File: src/hw/pbf_pkg.sv
// Package: constants and types for the pseudobinary C/D report framer
package pbf_pkg;
  // ---------------------------------------------------------------
  // Printable characters and the delete code
  // ---------------------------------------------------------------
  localparam logic [7:0] CH_TAG_C  = 8'h43;
  localparam logic [7:0] CH_TAG_D  = 8'h44;
  localparam logic [7:0] CH_ZERO   = 8'h30;
  localparam logic [7:0] CH_PLUS   = 8'h2B;
  localparam logic [7:0] CH_PERIOD = 8'h2E;
  localparam logic [7:0] CH_SLASH  = 8'h2F;
  localparam logic [7:0] DIG_OFS   = 8'h40;
  localparam logic [7:0] CH_DEL    = 8'h7F;
  localparam logic [7:0] CH_DEL_SUB = 8'h3F;

  // ---------------------------------------------------------------
  // Cause codes and field sizes
  // ---------------------------------------------------------------
  localparam logic [2:0] CAUSE_MIN   = 3'h1;
  localparam logic [2:0] CAUSE_MAX_C = 3'h3;
  localparam logic [2:0] CAUSE_MAX_D = 3'h4;
  localparam logic [1:0] NDIG_1 = 2'h1;
  localparam logic [1:0] NDIG_2 = 2'h2;
  localparam logic [1:0] NDIG_3 = 2'h3;
  localparam logic [2:0] LAST_STAMP_DIG = 3'h3;
  localparam logic [2:0] LAST_MFLD_DIG  = 3'h5;
  localparam logic [2:0] LAST_RD_DIG    = 3'h2;
  localparam logic [11:0] D_HDR_BYTES   = 12'h006;
  localparam logic [11:0] RD_BYTES      = 12'h003;

  // ---------------------------------------------------------------
  // Saturation limits per digit count
  // ---------------------------------------------------------------
  localparam logic signed [31:0] LIM1_HI = 32'sh0000001F;
  localparam logic signed [31:0] LIM1_LO = -32'sh00000020;
  localparam logic signed [31:0] LIM2_HI = 32'sh000007FF;
  localparam logic signed [31:0] LIM2_LO = -32'sh00000800;
  localparam logic signed [31:0] LIM3_HI = 32'sh0001FFFF;
  localparam logic signed [31:0] LIM3_LO = -32'sh00020000;

  // ---------------------------------------------------------------
  // Decimal scale factors
  // ---------------------------------------------------------------
  localparam logic [10:0] POW10_0 = 11'h001;
  localparam logic [10:0] POW10_1 = 11'h00A;
  localparam logic [10:0] POW10_2 = 11'h064;
  localparam logic [10:0] POW10_3 = 11'h3E8;

  typedef enum logic [3:0] {
    S_IDLE, S_TAG, S_CAUSE, S_STAMP, S_MWAIT, S_PLUS, S_SEQ, S_MFLD,
    S_RWAIT, S_RDIG, S_PERIOD, S_BATT, S_FLUSH
  } pbf_state_e;
endpackage

File: src/hw/pbf_digit_enc.sv
// Module: saturating 6-bit printable digit encoder
`timescale 1ns/100ps
module pbf_digit_enc (
  input  wire logic signed [31:0] val_i,
  input  wire logic [1:0]         ndig_i,
  input  wire logic [1:0]         idx_i,
  output logic [7:0]              byte_o,
  output logic                    sat_o
);
  // ---------------------------------------------------------------
  // Clamp to field range
  // ---------------------------------------------------------------
  logic signed [31:0] hi;
  logic signed [31:0] lo;
  logic signed [31:0] clip;
  logic [1:0]         pos;
  logic [5:0]         dig;
  logic [7:0]         raw;

  assign hi = (ndig_i == pbf_pkg::NDIG_1) ? pbf_pkg::LIM1_HI :
              (ndig_i == pbf_pkg::NDIG_2) ? pbf_pkg::LIM2_HI : pbf_pkg::LIM3_HI;
  assign lo = (ndig_i == pbf_pkg::NDIG_1) ? pbf_pkg::LIM1_LO :
              (ndig_i == pbf_pkg::NDIG_2) ? pbf_pkg::LIM2_LO : pbf_pkg::LIM3_LO;
  // Clamp, never wrap into a different value
  assign clip  = (val_i > hi) ? hi : (val_i < lo) ? lo : val_i;
  assign sat_o = (val_i > hi) || (val_i < lo);

  // ---------------------------------------------------------------
  // Digit select, most significant first
  // ---------------------------------------------------------------
  assign pos = ndig_i - 2'h1 - idx_i;
  assign dig = (pos == 2'h0) ? clip[5:0] :
               (pos == 2'h1) ? clip[11:6] : clip[17:12];
  assign raw    = {2'h0, dig} + pbf_pkg::DIG_OFS;
  assign byte_o = (raw == pbf_pkg::CH_DEL) ? pbf_pkg::CH_DEL_SUB : raw;
endmodule // pbf_digit_enc

File: src/hw/pbf_cd_framer.sv
// Module: pseudobinary C/D telemetry report framer
// Notes on behaviour
// - C report starts with letter C.
// - Second byte is cause digit 1-3.
// - Each C measurement starts with plus.
// - Then one-digit encoded sequence number.
// - Then two-digit newest-reading day.
// - Then two-digit newest-reading minute.
// - Then two-digit reading interval.
// - Readings three digits each, newest first.
// - Block repeats for every selected measurement.
// - Period byte ends C measurement data.
// - One-digit battery byte ends both types.
// - D report starts with letter D.
// - D cause also allows 4, retransmission.
// - D: two-digit scheduled day after cause.
// - D is B length plus four.
// - D readings scaled by ten to shift.
// - Missing or bad reading sends three slashes.
// - Two's complement 6-bit digits, MS first.
// - Digit plus 64; 127 becomes 63.
`timescale 1ns/100ps
module pbf_cd_framer #(
  parameter int RD_W = 18
) (
  input  wire logic                   clk_i,
  input  wire logic                   rst_n_i,
  input  wire logic                   ce_i,
  input  wire logic                   start_i,
  input  wire logic                   fmt_d_i,
  input  wire logic [2:0]             transmission_cause_code_i,
  input  wire logic signed [7:0]      batt_i,
  input  wire logic [8:0]             sched_day_i,
  input  wire logic [10:0]            sched_min_i,
  input  wire logic [1:0]             decimal_shift_count_i,
  input  wire logic                   meas_valid_i,
  input  wire logic [5:0]             meas_seq_i,
  input  wire logic [8:0]             meas_day_i,
  input  wire logic [10:0]            meas_min_i,
  input  wire logic [15:0]            meas_interval_i,
  input  wire logic                   meas_last_i,
  input  wire logic                   rd_valid_i,
  input  wire logic signed [RD_W-1:0] rd_value_i,
  input  wire logic                   rd_bad_i,
  input  wire logic                   rd_last_i,
  input  wire logic                   tx_ready_i,
  output logic                        start_ready_o,
  output logic                        meas_ready_o,
  output logic                        rd_ready_o,
  output logic                        tx_valid_o,
  output logic [7:0]                  tx_data_o,
  output logic                        done_o,
  output logic                        cause_err_o,
  output logic                        sat_o
);
  // Reading scaled by up to a thousand must fit the 32-bit encoder value
  if (RD_W < 7 || RD_W > 20) begin : g_bad_rd_w
    $error("RD_W must lie in 7..20");
  end

  // ---------------------------------------------------------------
  // State
  // ---------------------------------------------------------------
  pbf_pkg::pbf_state_e st_q, st_d;
  logic [2:0]  dig_q, dig_d;
  logic        fmt_d_q, fmt_d_d;
  logic [2:0]  cause_q, cause_d;
  logic signed [7:0] batt_q, batt_d;
  logic [8:0]  sday_q, sday_d;
  logic [10:0] smin_q, smin_d;
  logic [1:0]  shift_q, shift_d;
  logic [5:0]  seq_q, seq_d;
  logic [8:0]  mday_q, mday_d;
  logic [10:0] mmin_q, mmin_d;
  logic [15:0] mint_q, mint_d;
  logic        mlast_q, mlast_d;
  logic signed [31:0] rval_q, rval_d;
  logic        bad_q, bad_d;
  logic        rlast_q, rlast_d;
  logic        srdy_q, srdy_d, mrdy_q, mrdy_d, rrdy_q, rrdy_d;
  logic        txv_q, txv_d;
  logic [7:0]  txd_q, txd_d;
  logic        done_q, done_d, err_q, err_d, sat_q, sat_d;
  logic [11:0] pos_q, pos_d;
  logic [7:0]  rdcnt_q, rdcnt_d;
  logic        isbatt_q, isbatt_d;

  // ---------------------------------------------------------------
  // Decode and selection
  // ---------------------------------------------------------------
  wire slot_free = !txv_q || tx_ready_i;
  wire emit_st = (st_q == pbf_pkg::S_TAG)   || (st_q == pbf_pkg::S_CAUSE) ||
                 (st_q == pbf_pkg::S_STAMP) || (st_q == pbf_pkg::S_PLUS)  ||
                 (st_q == pbf_pkg::S_SEQ)   || (st_q == pbf_pkg::S_MFLD)  ||
                 (st_q == pbf_pkg::S_RDIG)  || (st_q == pbf_pkg::S_PERIOD) ||
                 (st_q == pbf_pkg::S_BATT);
  wire emit = slot_free && emit_st;
  wire [2:0] cause_max = fmt_d_i ? pbf_pkg::CAUSE_MAX_D : pbf_pkg::CAUSE_MAX_C;
  wire cause_ok = (transmission_cause_code_i >= pbf_pkg::CAUSE_MIN) &&
                  (transmission_cause_code_i <= cause_max);
  wire start_take = start_i && srdy_q;
  wire meas_take  = meas_valid_i && mrdy_q;
  wire rd_take    = rd_valid_i && rrdy_q;
  wire tx_acc     = txv_q && tx_ready_i;

  // Scale only in D; C readings pass unscaled
  wire [10:0] pow10 = !fmt_d_q ? pbf_pkg::POW10_0 :
                      (shift_q == 2'h0) ? pbf_pkg::POW10_0 :
                      (shift_q == 2'h1) ? pbf_pkg::POW10_1 :
                      (shift_q == 2'h2) ? pbf_pkg::POW10_2 : pbf_pkg::POW10_3;
  wire signed [RD_W+11:0] scaled = rd_value_i * $signed({1'b0, pow10});
  wire signed [31:0] scaled32 = 32'(scaled);

  wire [1:0] fsel = dig_q[2:1];
  wire signed [31:0] stamp_val = (dig_q < 3'h2) ? 32'(sday_q) : 32'(smin_q);
  wire signed [31:0] mfld_val  = (fsel == 2'h0) ? 32'(mday_q) :
                                 (fsel == 2'h1) ? 32'(mmin_q) : 32'(mint_q);
  wire signed [31:0] enc_val =
      (st_q == pbf_pkg::S_SEQ)   ? 32'(seq_q) :
      (st_q == pbf_pkg::S_STAMP) ? stamp_val :
      (st_q == pbf_pkg::S_MFLD)  ? mfld_val :
      (st_q == pbf_pkg::S_RDIG)  ? rval_q : 32'(batt_q);
  wire [1:0] enc_ndig = (st_q == pbf_pkg::S_RDIG) ? pbf_pkg::NDIG_3 :
                        ((st_q == pbf_pkg::S_SEQ) || (st_q == pbf_pkg::S_BATT)) ?
                        pbf_pkg::NDIG_1 : pbf_pkg::NDIG_2;
  wire [1:0] enc_idx = (st_q == pbf_pkg::S_RDIG) ? dig_q[1:0] :
                       ((st_q == pbf_pkg::S_SEQ) || (st_q == pbf_pkg::S_BATT)) ?
                       2'h0 : {1'b0, dig_q[0]};
  logic [7:0] enc_byte;
  logic       enc_sat;

  pbf_digit_enc u_enc (
    .val_i  (enc_val),
    .ndig_i (enc_ndig),
    .idx_i  (enc_idx),
    .byte_o (enc_byte),
    .sat_o  (enc_sat)
  );

  wire rd_slash = (st_q == pbf_pkg::S_RDIG) && bad_q;
  wire [7:0] next_byte =
      (st_q == pbf_pkg::S_TAG)    ? (fmt_d_q ? pbf_pkg::CH_TAG_D : pbf_pkg::CH_TAG_C) :
      (st_q == pbf_pkg::S_CAUSE)  ? pbf_pkg::CH_ZERO + {5'h0, cause_q} :
      (st_q == pbf_pkg::S_PLUS)   ? pbf_pkg::CH_PLUS :
      (st_q == pbf_pkg::S_PERIOD) ? pbf_pkg::CH_PERIOD :
      rd_slash                    ? pbf_pkg::CH_SLASH : enc_byte;
  wire enc_used = emit_st && (st_q != pbf_pkg::S_TAG) && (st_q != pbf_pkg::S_CAUSE) &&
                  (st_q != pbf_pkg::S_PLUS) && (st_q != pbf_pkg::S_PERIOD) && !rd_slash;

  // ---------------------------------------------------------------
  // Next state
  // ---------------------------------------------------------------
  always_comb begin
    st_d = st_q;   dig_d = dig_q;   fmt_d_d = fmt_d_q; cause_d = cause_q;
    batt_d = batt_q; sday_d = sday_q; smin_d = smin_q; shift_d = shift_q;
    seq_d = seq_q; mday_d = mday_q; mmin_d = mmin_q; mint_d = mint_q;
    mlast_d = mlast_q; rval_d = rval_q; bad_d = bad_q; rlast_d = rlast_q;
    srdy_d = srdy_q; mrdy_d = mrdy_q; rrdy_d = rrdy_q;
    txv_d = txv_q && !tx_ready_i;
    txd_d = txd_q;
    done_d = 1'b0; err_d = 1'b0;
    sat_d = emit && enc_used && enc_sat;
    pos_d = tx_acc ? pos_q + 12'h001 : pos_q;
    rdcnt_d = rd_take ? rdcnt_q + 8'h01 : rdcnt_q;
    isbatt_d = isbatt_q;
    if (emit) begin
      txv_d = 1'b1;
      txd_d = next_byte;
      isbatt_d = (st_q == pbf_pkg::S_BATT);
    end
    case (st_q)
      pbf_pkg::S_IDLE: begin
        srdy_d = 1'b1;
        if (start_take && !cause_ok) begin
          err_d = 1'b1;
        end else if (start_take) begin
          srdy_d = 1'b0; fmt_d_d = fmt_d_i; cause_d = transmission_cause_code_i;
          batt_d = batt_i; sday_d = sched_day_i; smin_d = sched_min_i;
          shift_d = decimal_shift_count_i; pos_d = 12'h000; rdcnt_d = 8'h00;
          st_d = pbf_pkg::S_TAG;
        end
      end
      pbf_pkg::S_TAG: if (slot_free) st_d = pbf_pkg::S_CAUSE;
      pbf_pkg::S_CAUSE: if (slot_free) begin
        dig_d = 3'h0;
        st_d = fmt_d_q ? pbf_pkg::S_STAMP : pbf_pkg::S_MWAIT;
        mrdy_d = !fmt_d_q;
      end
      pbf_pkg::S_STAMP: if (slot_free) begin
        dig_d = dig_q + 3'h1;
        if (dig_q == pbf_pkg::LAST_STAMP_DIG) begin
          dig_d = 3'h0; rrdy_d = 1'b1; st_d = pbf_pkg::S_RWAIT;
        end
      end
      pbf_pkg::S_MWAIT: if (meas_take) begin
        mrdy_d = 1'b0; seq_d = meas_seq_i; mday_d = meas_day_i; mmin_d = meas_min_i;
        mint_d = meas_interval_i; mlast_d = meas_last_i; st_d = pbf_pkg::S_PLUS;
      end
      pbf_pkg::S_PLUS: if (slot_free) st_d = pbf_pkg::S_SEQ;
      pbf_pkg::S_SEQ: if (slot_free) begin
        dig_d = 3'h0; st_d = pbf_pkg::S_MFLD;
      end
      pbf_pkg::S_MFLD: if (slot_free) begin
        dig_d = dig_q + 3'h1;
        if (dig_q == pbf_pkg::LAST_MFLD_DIG) begin
          dig_d = 3'h0; rrdy_d = 1'b1; st_d = pbf_pkg::S_RWAIT;
        end
      end
      pbf_pkg::S_RWAIT: if (rd_take) begin
        rrdy_d = 1'b0; rval_d = scaled32; bad_d = rd_bad_i; rlast_d = rd_last_i;
        dig_d = 3'h0; st_d = pbf_pkg::S_RDIG;
      end
      pbf_pkg::S_RDIG: if (slot_free) begin
        dig_d = dig_q + 3'h1;
        if (dig_q == pbf_pkg::LAST_RD_DIG) begin
          dig_d = 3'h0;
          if (!rlast_q) begin
            rrdy_d = 1'b1; st_d = pbf_pkg::S_RWAIT;
          end else if (fmt_d_q) begin
            st_d = pbf_pkg::S_BATT;
          end else if (mlast_q) begin
            st_d = pbf_pkg::S_PERIOD;
          end else begin
            mrdy_d = 1'b1; st_d = pbf_pkg::S_MWAIT;
          end
        end
      end
      pbf_pkg::S_PERIOD: if (slot_free) st_d = pbf_pkg::S_BATT;
      pbf_pkg::S_BATT: if (slot_free) st_d = pbf_pkg::S_FLUSH;
      pbf_pkg::S_FLUSH: if (slot_free) begin
        done_d = 1'b1; st_d = pbf_pkg::S_IDLE;
      end
      default: st_d = pbf_pkg::S_IDLE;
    endcase
  end

  // ---------------------------------------------------------------
  // Registers; clock enable freezes everything
  // ---------------------------------------------------------------
  always_ff @(posedge clk_i) begin
    if (!rst_n_i) begin
      st_q <= pbf_pkg::S_IDLE; dig_q <= 3'h0; fmt_d_q <= 1'b0; cause_q <= 3'h0;
      batt_q <= 8'sh00; sday_q <= 9'h000; smin_q <= 11'h000; shift_q <= 2'h0;
      seq_q <= 6'h00; mday_q <= 9'h000; mmin_q <= 11'h000; mint_q <= 16'h0000;
      mlast_q <= 1'b0; rval_q <= 32'sh00000000; bad_q <= 1'b0; rlast_q <= 1'b0;
      srdy_q <= 1'b0; mrdy_q <= 1'b0; rrdy_q <= 1'b0; txv_q <= 1'b0; txd_q <= 8'h00;
      done_q <= 1'b0; err_q <= 1'b0; sat_q <= 1'b0; pos_q <= 12'h000;
      rdcnt_q <= 8'h00; isbatt_q <= 1'b0;
    end else if (ce_i) begin
      st_q <= st_d; dig_q <= dig_d; fmt_d_q <= fmt_d_d; cause_q <= cause_d;
      batt_q <= batt_d; sday_q <= sday_d; smin_q <= smin_d; shift_q <= shift_d;
      seq_q <= seq_d; mday_q <= mday_d; mmin_q <= mmin_d; mint_q <= mint_d;
      mlast_q <= mlast_d; rval_q <= rval_d; bad_q <= bad_d; rlast_q <= rlast_d;
      srdy_q <= srdy_d; mrdy_q <= mrdy_d; rrdy_q <= rrdy_d; txv_q <= txv_d;
      txd_q <= txd_d; done_q <= done_d; err_q <= err_d; sat_q <= sat_d;
      pos_q <= pos_d; rdcnt_q <= rdcnt_d; isbatt_q <= isbatt_d;
    end
  end

  assign start_ready_o = srdy_q;
  assign meas_ready_o  = mrdy_q;
  assign rd_ready_o    = rrdy_q;
  assign tx_valid_o    = txv_q;
  assign tx_data_o     = txd_q;
  assign done_o        = done_q;
  assign cause_err_o   = err_q;
  assign sat_o         = sat_q;
endmodule // pbf_cd_framer

File: config.mk
export PLATFORM = sky130hd
export DESIGN_NAME = pbf_cd_framer
export DESIGN_NICKNAME = d
export VERILOG_FILES = /design/src/hw/pbf_pkg.sv /design/src/hw/pbf_digit_enc.sv /design/src/hw/pbf_cd_framer.sv
export SDC_FILE = /design/constraint.sdc
export NUM_CORES = 1
export LEC_CHECK = 0
export BUFFER_PORTS_ARGS = -buffer_cell sky130_fd_sc_hd__buf_4
export CAP_MARGIN = 30
export CORE_MARGIN = 1
export CORE_UTILIZATION = 60
export DETAILED_ROUTE_END_ITERATION = 12
export PLACE_DENSITY = 0.82
export SETUP_SLACK_MARGIN = 0.3
export SLEW_MARGIN = 20
export SYNTH_ARGS = -nofsm -noshare
export SYNTH_HDL_FRONTEND = slang
export SYNTH_SLANG_ARGS = --single-unit
File: constraint.sdc
create_clock -name clk_i -period 7 [get_ports clk_i]
set_input_delay 0.7 -clock clk_i [delete_from_list [all_inputs] [get_ports clk_i]]
set_output_delay 0.7 -clock clk_i [all_outputs]
set_load 0.005 [all_outputs]
==> results.txt <==
The tools report the post-layout utilization of the core as 0.6915. The largest total area in the synthesized netlist belongs to fa_1. Across all register-to-register paths, the minimum setup slack is 0.76 ns. The H-tree generated during clock tree synthesis spans 4 levels.

In this run the vertical extent of the chip is 152.5 um. The run gives 0.3285 as the combined global-route utilization of all metal layers. Sorting the synthesized cells by how often they occur yields inv_1 (252), nand2_1 (230), fa_1 (140), dfxtp_1 (129), a21oi_1 (127). The run finished with clean final reports. The post-synthesis instance area was 13590 um^2; the number of global-route vias before repair was 12060. Number of hold violations in the final report: 0.

TritonCTS built the clock tree. Counting flops and latches in the post-synthesis netlist gives 129. The area growth from synthesis to layout is 12.09%, and the horizontal die dimension is 152.5 um.

Summed over all cells, the static leakage comes to 7.295 nW. Before CTS, the worst setup slack after placement is 0.5011 ns. Row generation in the floorplan step produced 54 rows. The tools report the maximum number of pins on one net before global-route repair as 93. Yosys mapped the design onto 84 distinct sky130hd cell types.

Counting flops with a built-in enable in the synthesized netlist gives 0. After clock tree synthesis, the clock-pin slew on the worst setup and hold paths is 0.07 ns. The worst register-to-register path begins at shift_q[1]. Worst hold path endpoint: mint_q[6].

The share of flip-flops with an asynchronous set or reset is 0. The tools report the clock tree skew after final layout as 0.01030 ns. The number of port buffers came out at 117. The worst min-delay path category was flip-flop to flip-flop.

The count of final max-slew check failures is 0. The clock net in this run drives a total of 129 sinks. Pin placement for this block handled 119 I/O pins.

After layout, the worst setup slack is 0.7601 ns. In this run the most critical hold path is launched from mint_q[6]. Counting along the longest clock path gives a buffer depth of 2.

Global routing finished with a remaining overflow of 0. The master cell of the clock root buffer is clkbuf_16. The required time of the worst setup path was 7.32 ns. Each instance of the synthesized netlist takes up on average 8.089 um^2.

The HPWL after detailed placement is 28760 um. In the routed design, unresolved DRC markers number 0. Dividing total power by cell area gives a power density of 147.6 nW/um^2. Counting cells, the worst reg-to-reg path comes to 23. The relative slew slack came out at 0.3580.

Derived from the worst setup path, the maximum achievable clock frequency is 160.3 MHz. The total inserted antenna cells is 0. The run gives 1103 as the first-iteration detailed-routing DRC count.

The layout has 1828 filler cells. At the worst endpoint, the arrival time is 6.56 ns. The placed instances occupy a cell area of 14600 um^2.

In the routed layout, each cell is associated on average with a via count of 5.890. Across the run, the number of max-cap violations was 0. For the pin with the worst max-slew slack, the measured transition is 0.9630 ns.

The region available for standard cell placement spans 22030 um^2. The part of the cycle the worst path needs came out at 0.8914. The first TritonRoute pass finished after 7 iterations. The final route contains 12080 vias. Setup violations remaining at the end of the flow were counted as 0. Summing all non-filler instances in the final layout gives an area of 15230 um^2.

STA classifies the critical path endpoint as a flip-flop. The detail-routed net length per standard cell came out at 17.99 um. Gate count of the mapped netlist: 1680. The run gives 0 as the count of nets left with antenna violations after detail routing. By instance count, the leading cell after synthesis is inv_1. The final layout contains routed wiring with a total length of 36880 um. The worst setup path is of the flip-flop to flip-flop kind. The sequential cell area fraction in the yosys report came out at 0.1900.

The floorplan step defined a die boundary enclosing 23250 um^2. The worst path needs 6.240 ns of the cycle, external delays included. Clock latency of the later-clocked register in the worst-skew pair: 0.44 ns. The largest driver fanout on the critical path was 26; the worst supply voltage drop on vdd was 177.2 uV.

Along the worst hold path, the cell count comes to 2. The summed negative setup slack over all endpoints is 0 ns, and the count of nets after finishing is 2114. The first-pass GRT wire length was 60620 um.

The effective utilization at floorplan is 0.6170. The overall power after layout was 0.002248 W. The area fraction of the dominant cell type after synthesis was 0.2062. By area the synthesized netlist is led by fa_1 (21%), dfxtp_1 (19%), ha_1 (10%), inv_1 (7.0%), nand2_1 (6.4%). Setup repair after global routing left no endpoint under its margin.

The fraction of final layout cells with drive strength greater than 1 came out at 0.1136. The most used flip-flop cell after synthesis is dfxtp_1. The final weighted congestion in routability-driven placement came out at 0.9600. The tools report the critical register-to-register path endpoint as rval_q[28].

In this run, CTS created clock tree buffers numbering 17. Number of antenna violations at the first check in global routing: 1. The post-cts hold buffer count is 0. The worst setup path is launched from a flip-flop. During synthesis, Yosys emitted a total of 0 warnings.
cell families after synthesis:
family | after synthesis | synth area share
flip-flops | 129 | 0.1900
adder cells (fa/ha/maj) | 253 | 0.3103
multiplexers | 56 | 0.04162
AO/OA/AOI/OAI | 329 | 0.1561
XOR/XNOR | 19 | 0.01225
other | 1 | 0.0002760
buffers and inverters | 336 | 0.09778
AND/OR/NAND/NOR | 557 | 0.1917
layout make-up:
class / count / area (um^2) / area share
timing repair buffer: 140 / 1072 / 0.07040
clock buffer: 17 / 425.4 / 0.02793
inverter: 253 / 950.9 / 0.06243
multi-input combinational: 1216 / 9693 / 0.6364
sequential: 129 / 2584 / 0.1696
tap: 280 / 350.3 / 0.02300
clock inverter: 15 / 156.4 / 0.01027
stage by stage:
stage / instances / hold WS (ns)
after floorplan: 1681 / 0.4312
after detailed placement: 2015 / 0.4464
final: 2050 / 0.4523
after CTS: 2047 / 0.4552
after global routing: 2050 / 0.4788
after global placement: 2015 / 0.4384
layout by cell type, fill, tap and decap left out, drive strengths merged, types with 4 or more instances in the layout:
cell type,count
a2111oi,4
and3,29
fa,140
o21ai,51
nand3,43
clkbuf,17
o21bai,5
buf,140
xnor2,16
or3,4
a21oi,128
inv,262
nor3,17
o21a,12
mux2,4
a211o,4
and4b,4
a21o,12
nor2b,20
and2,29
clkinv,4
o22ai,9
mux2i,52
a31o,4
nand2,230
dfxtp,129
a31oi,17
o221ai,4
o211ai,18
nand3b,4
a22oi,5
o31ai,6
or2,4
nor2,121
o32ai,5
ha,113
a211oi,16
nand2b,15
nand4,17
nor4,5
worst max-delay path: stages (launching register included):
cell and delay (ns):
dfxtp_1 0.42, and2_1 0.19, buf_6 0.22, nand2_1 0.15, inv_1 0.12, nand2_1 0.10
fa_1 0.45, inv_1 0.09, fa_1 0.41, fa_1 0.49, fa_1 0.55, inv_1 0.05
fa_1 0.53, inv_1 0.04, ha_1 0.37, a21o_1 0.19, a21oi_1 0.17, o32ai_1 0.17
o22ai_2 0.22, o21ai_1 0.15, a31o_2 0.29, a31o_2 0.27, a2111oi_0 0.37, o21ai_0 0.11
state kept, by name (all words and copies together) (netlist names), 6 cells and up:
name,count
batt_q,8
mday_q,9
mint_q,16
mmin_q,11
rval_q,29
sday_q,9
seq_q,6
smin_q,11
tx_data_o,7
timing repair:
action                                  4_1_cts  5_1_grt
endpoints found under the setup margin        0        3
buffers inserted                              0        1
gates resized for setup                       0        5
worst max-delay path by stage:
stage	startpoint	end	slack, ns	cells after the start
detailed placement	rd_value_i[3]	rval_q[28]	0.50	22
finish	shift_q[1]	rval_q[28]	0.76	23
CTS	shift_q[1]	rval_q[28]	0.50	23
global route	shift_q[1]	rval_q[28]	0.33	23
floorplan	shift_q[1]	rval_q[28]	0.95	22
global placement	rd_value_i[3]	rval_q[28]	0.62	22
where the power goes:
part / leakage (nW) / switching [W] / total (W) / internal [W]
registers: 1.04 / 0.0000497 / 0.000810 / 0.000760
logic: 5.97 / 0.000327 / 0.000550 / 0.000223
clock network: 0.281 / 0.000411 / 0.000887 / 0.000476
total: 7.30 / 0.000788 / 0.00225 / 0.00146
layer usage:
metal | GRT usage | part of all wire
met1 | 0.4486 | 0.43
met2 | 0.5271 | 0.46
met3 | 0.07765 | 0.088
met4 | 0.07985 | 0.017
met5 | 0 | 0.00035
Note: power is estimated with default switching activity, not from simulation.
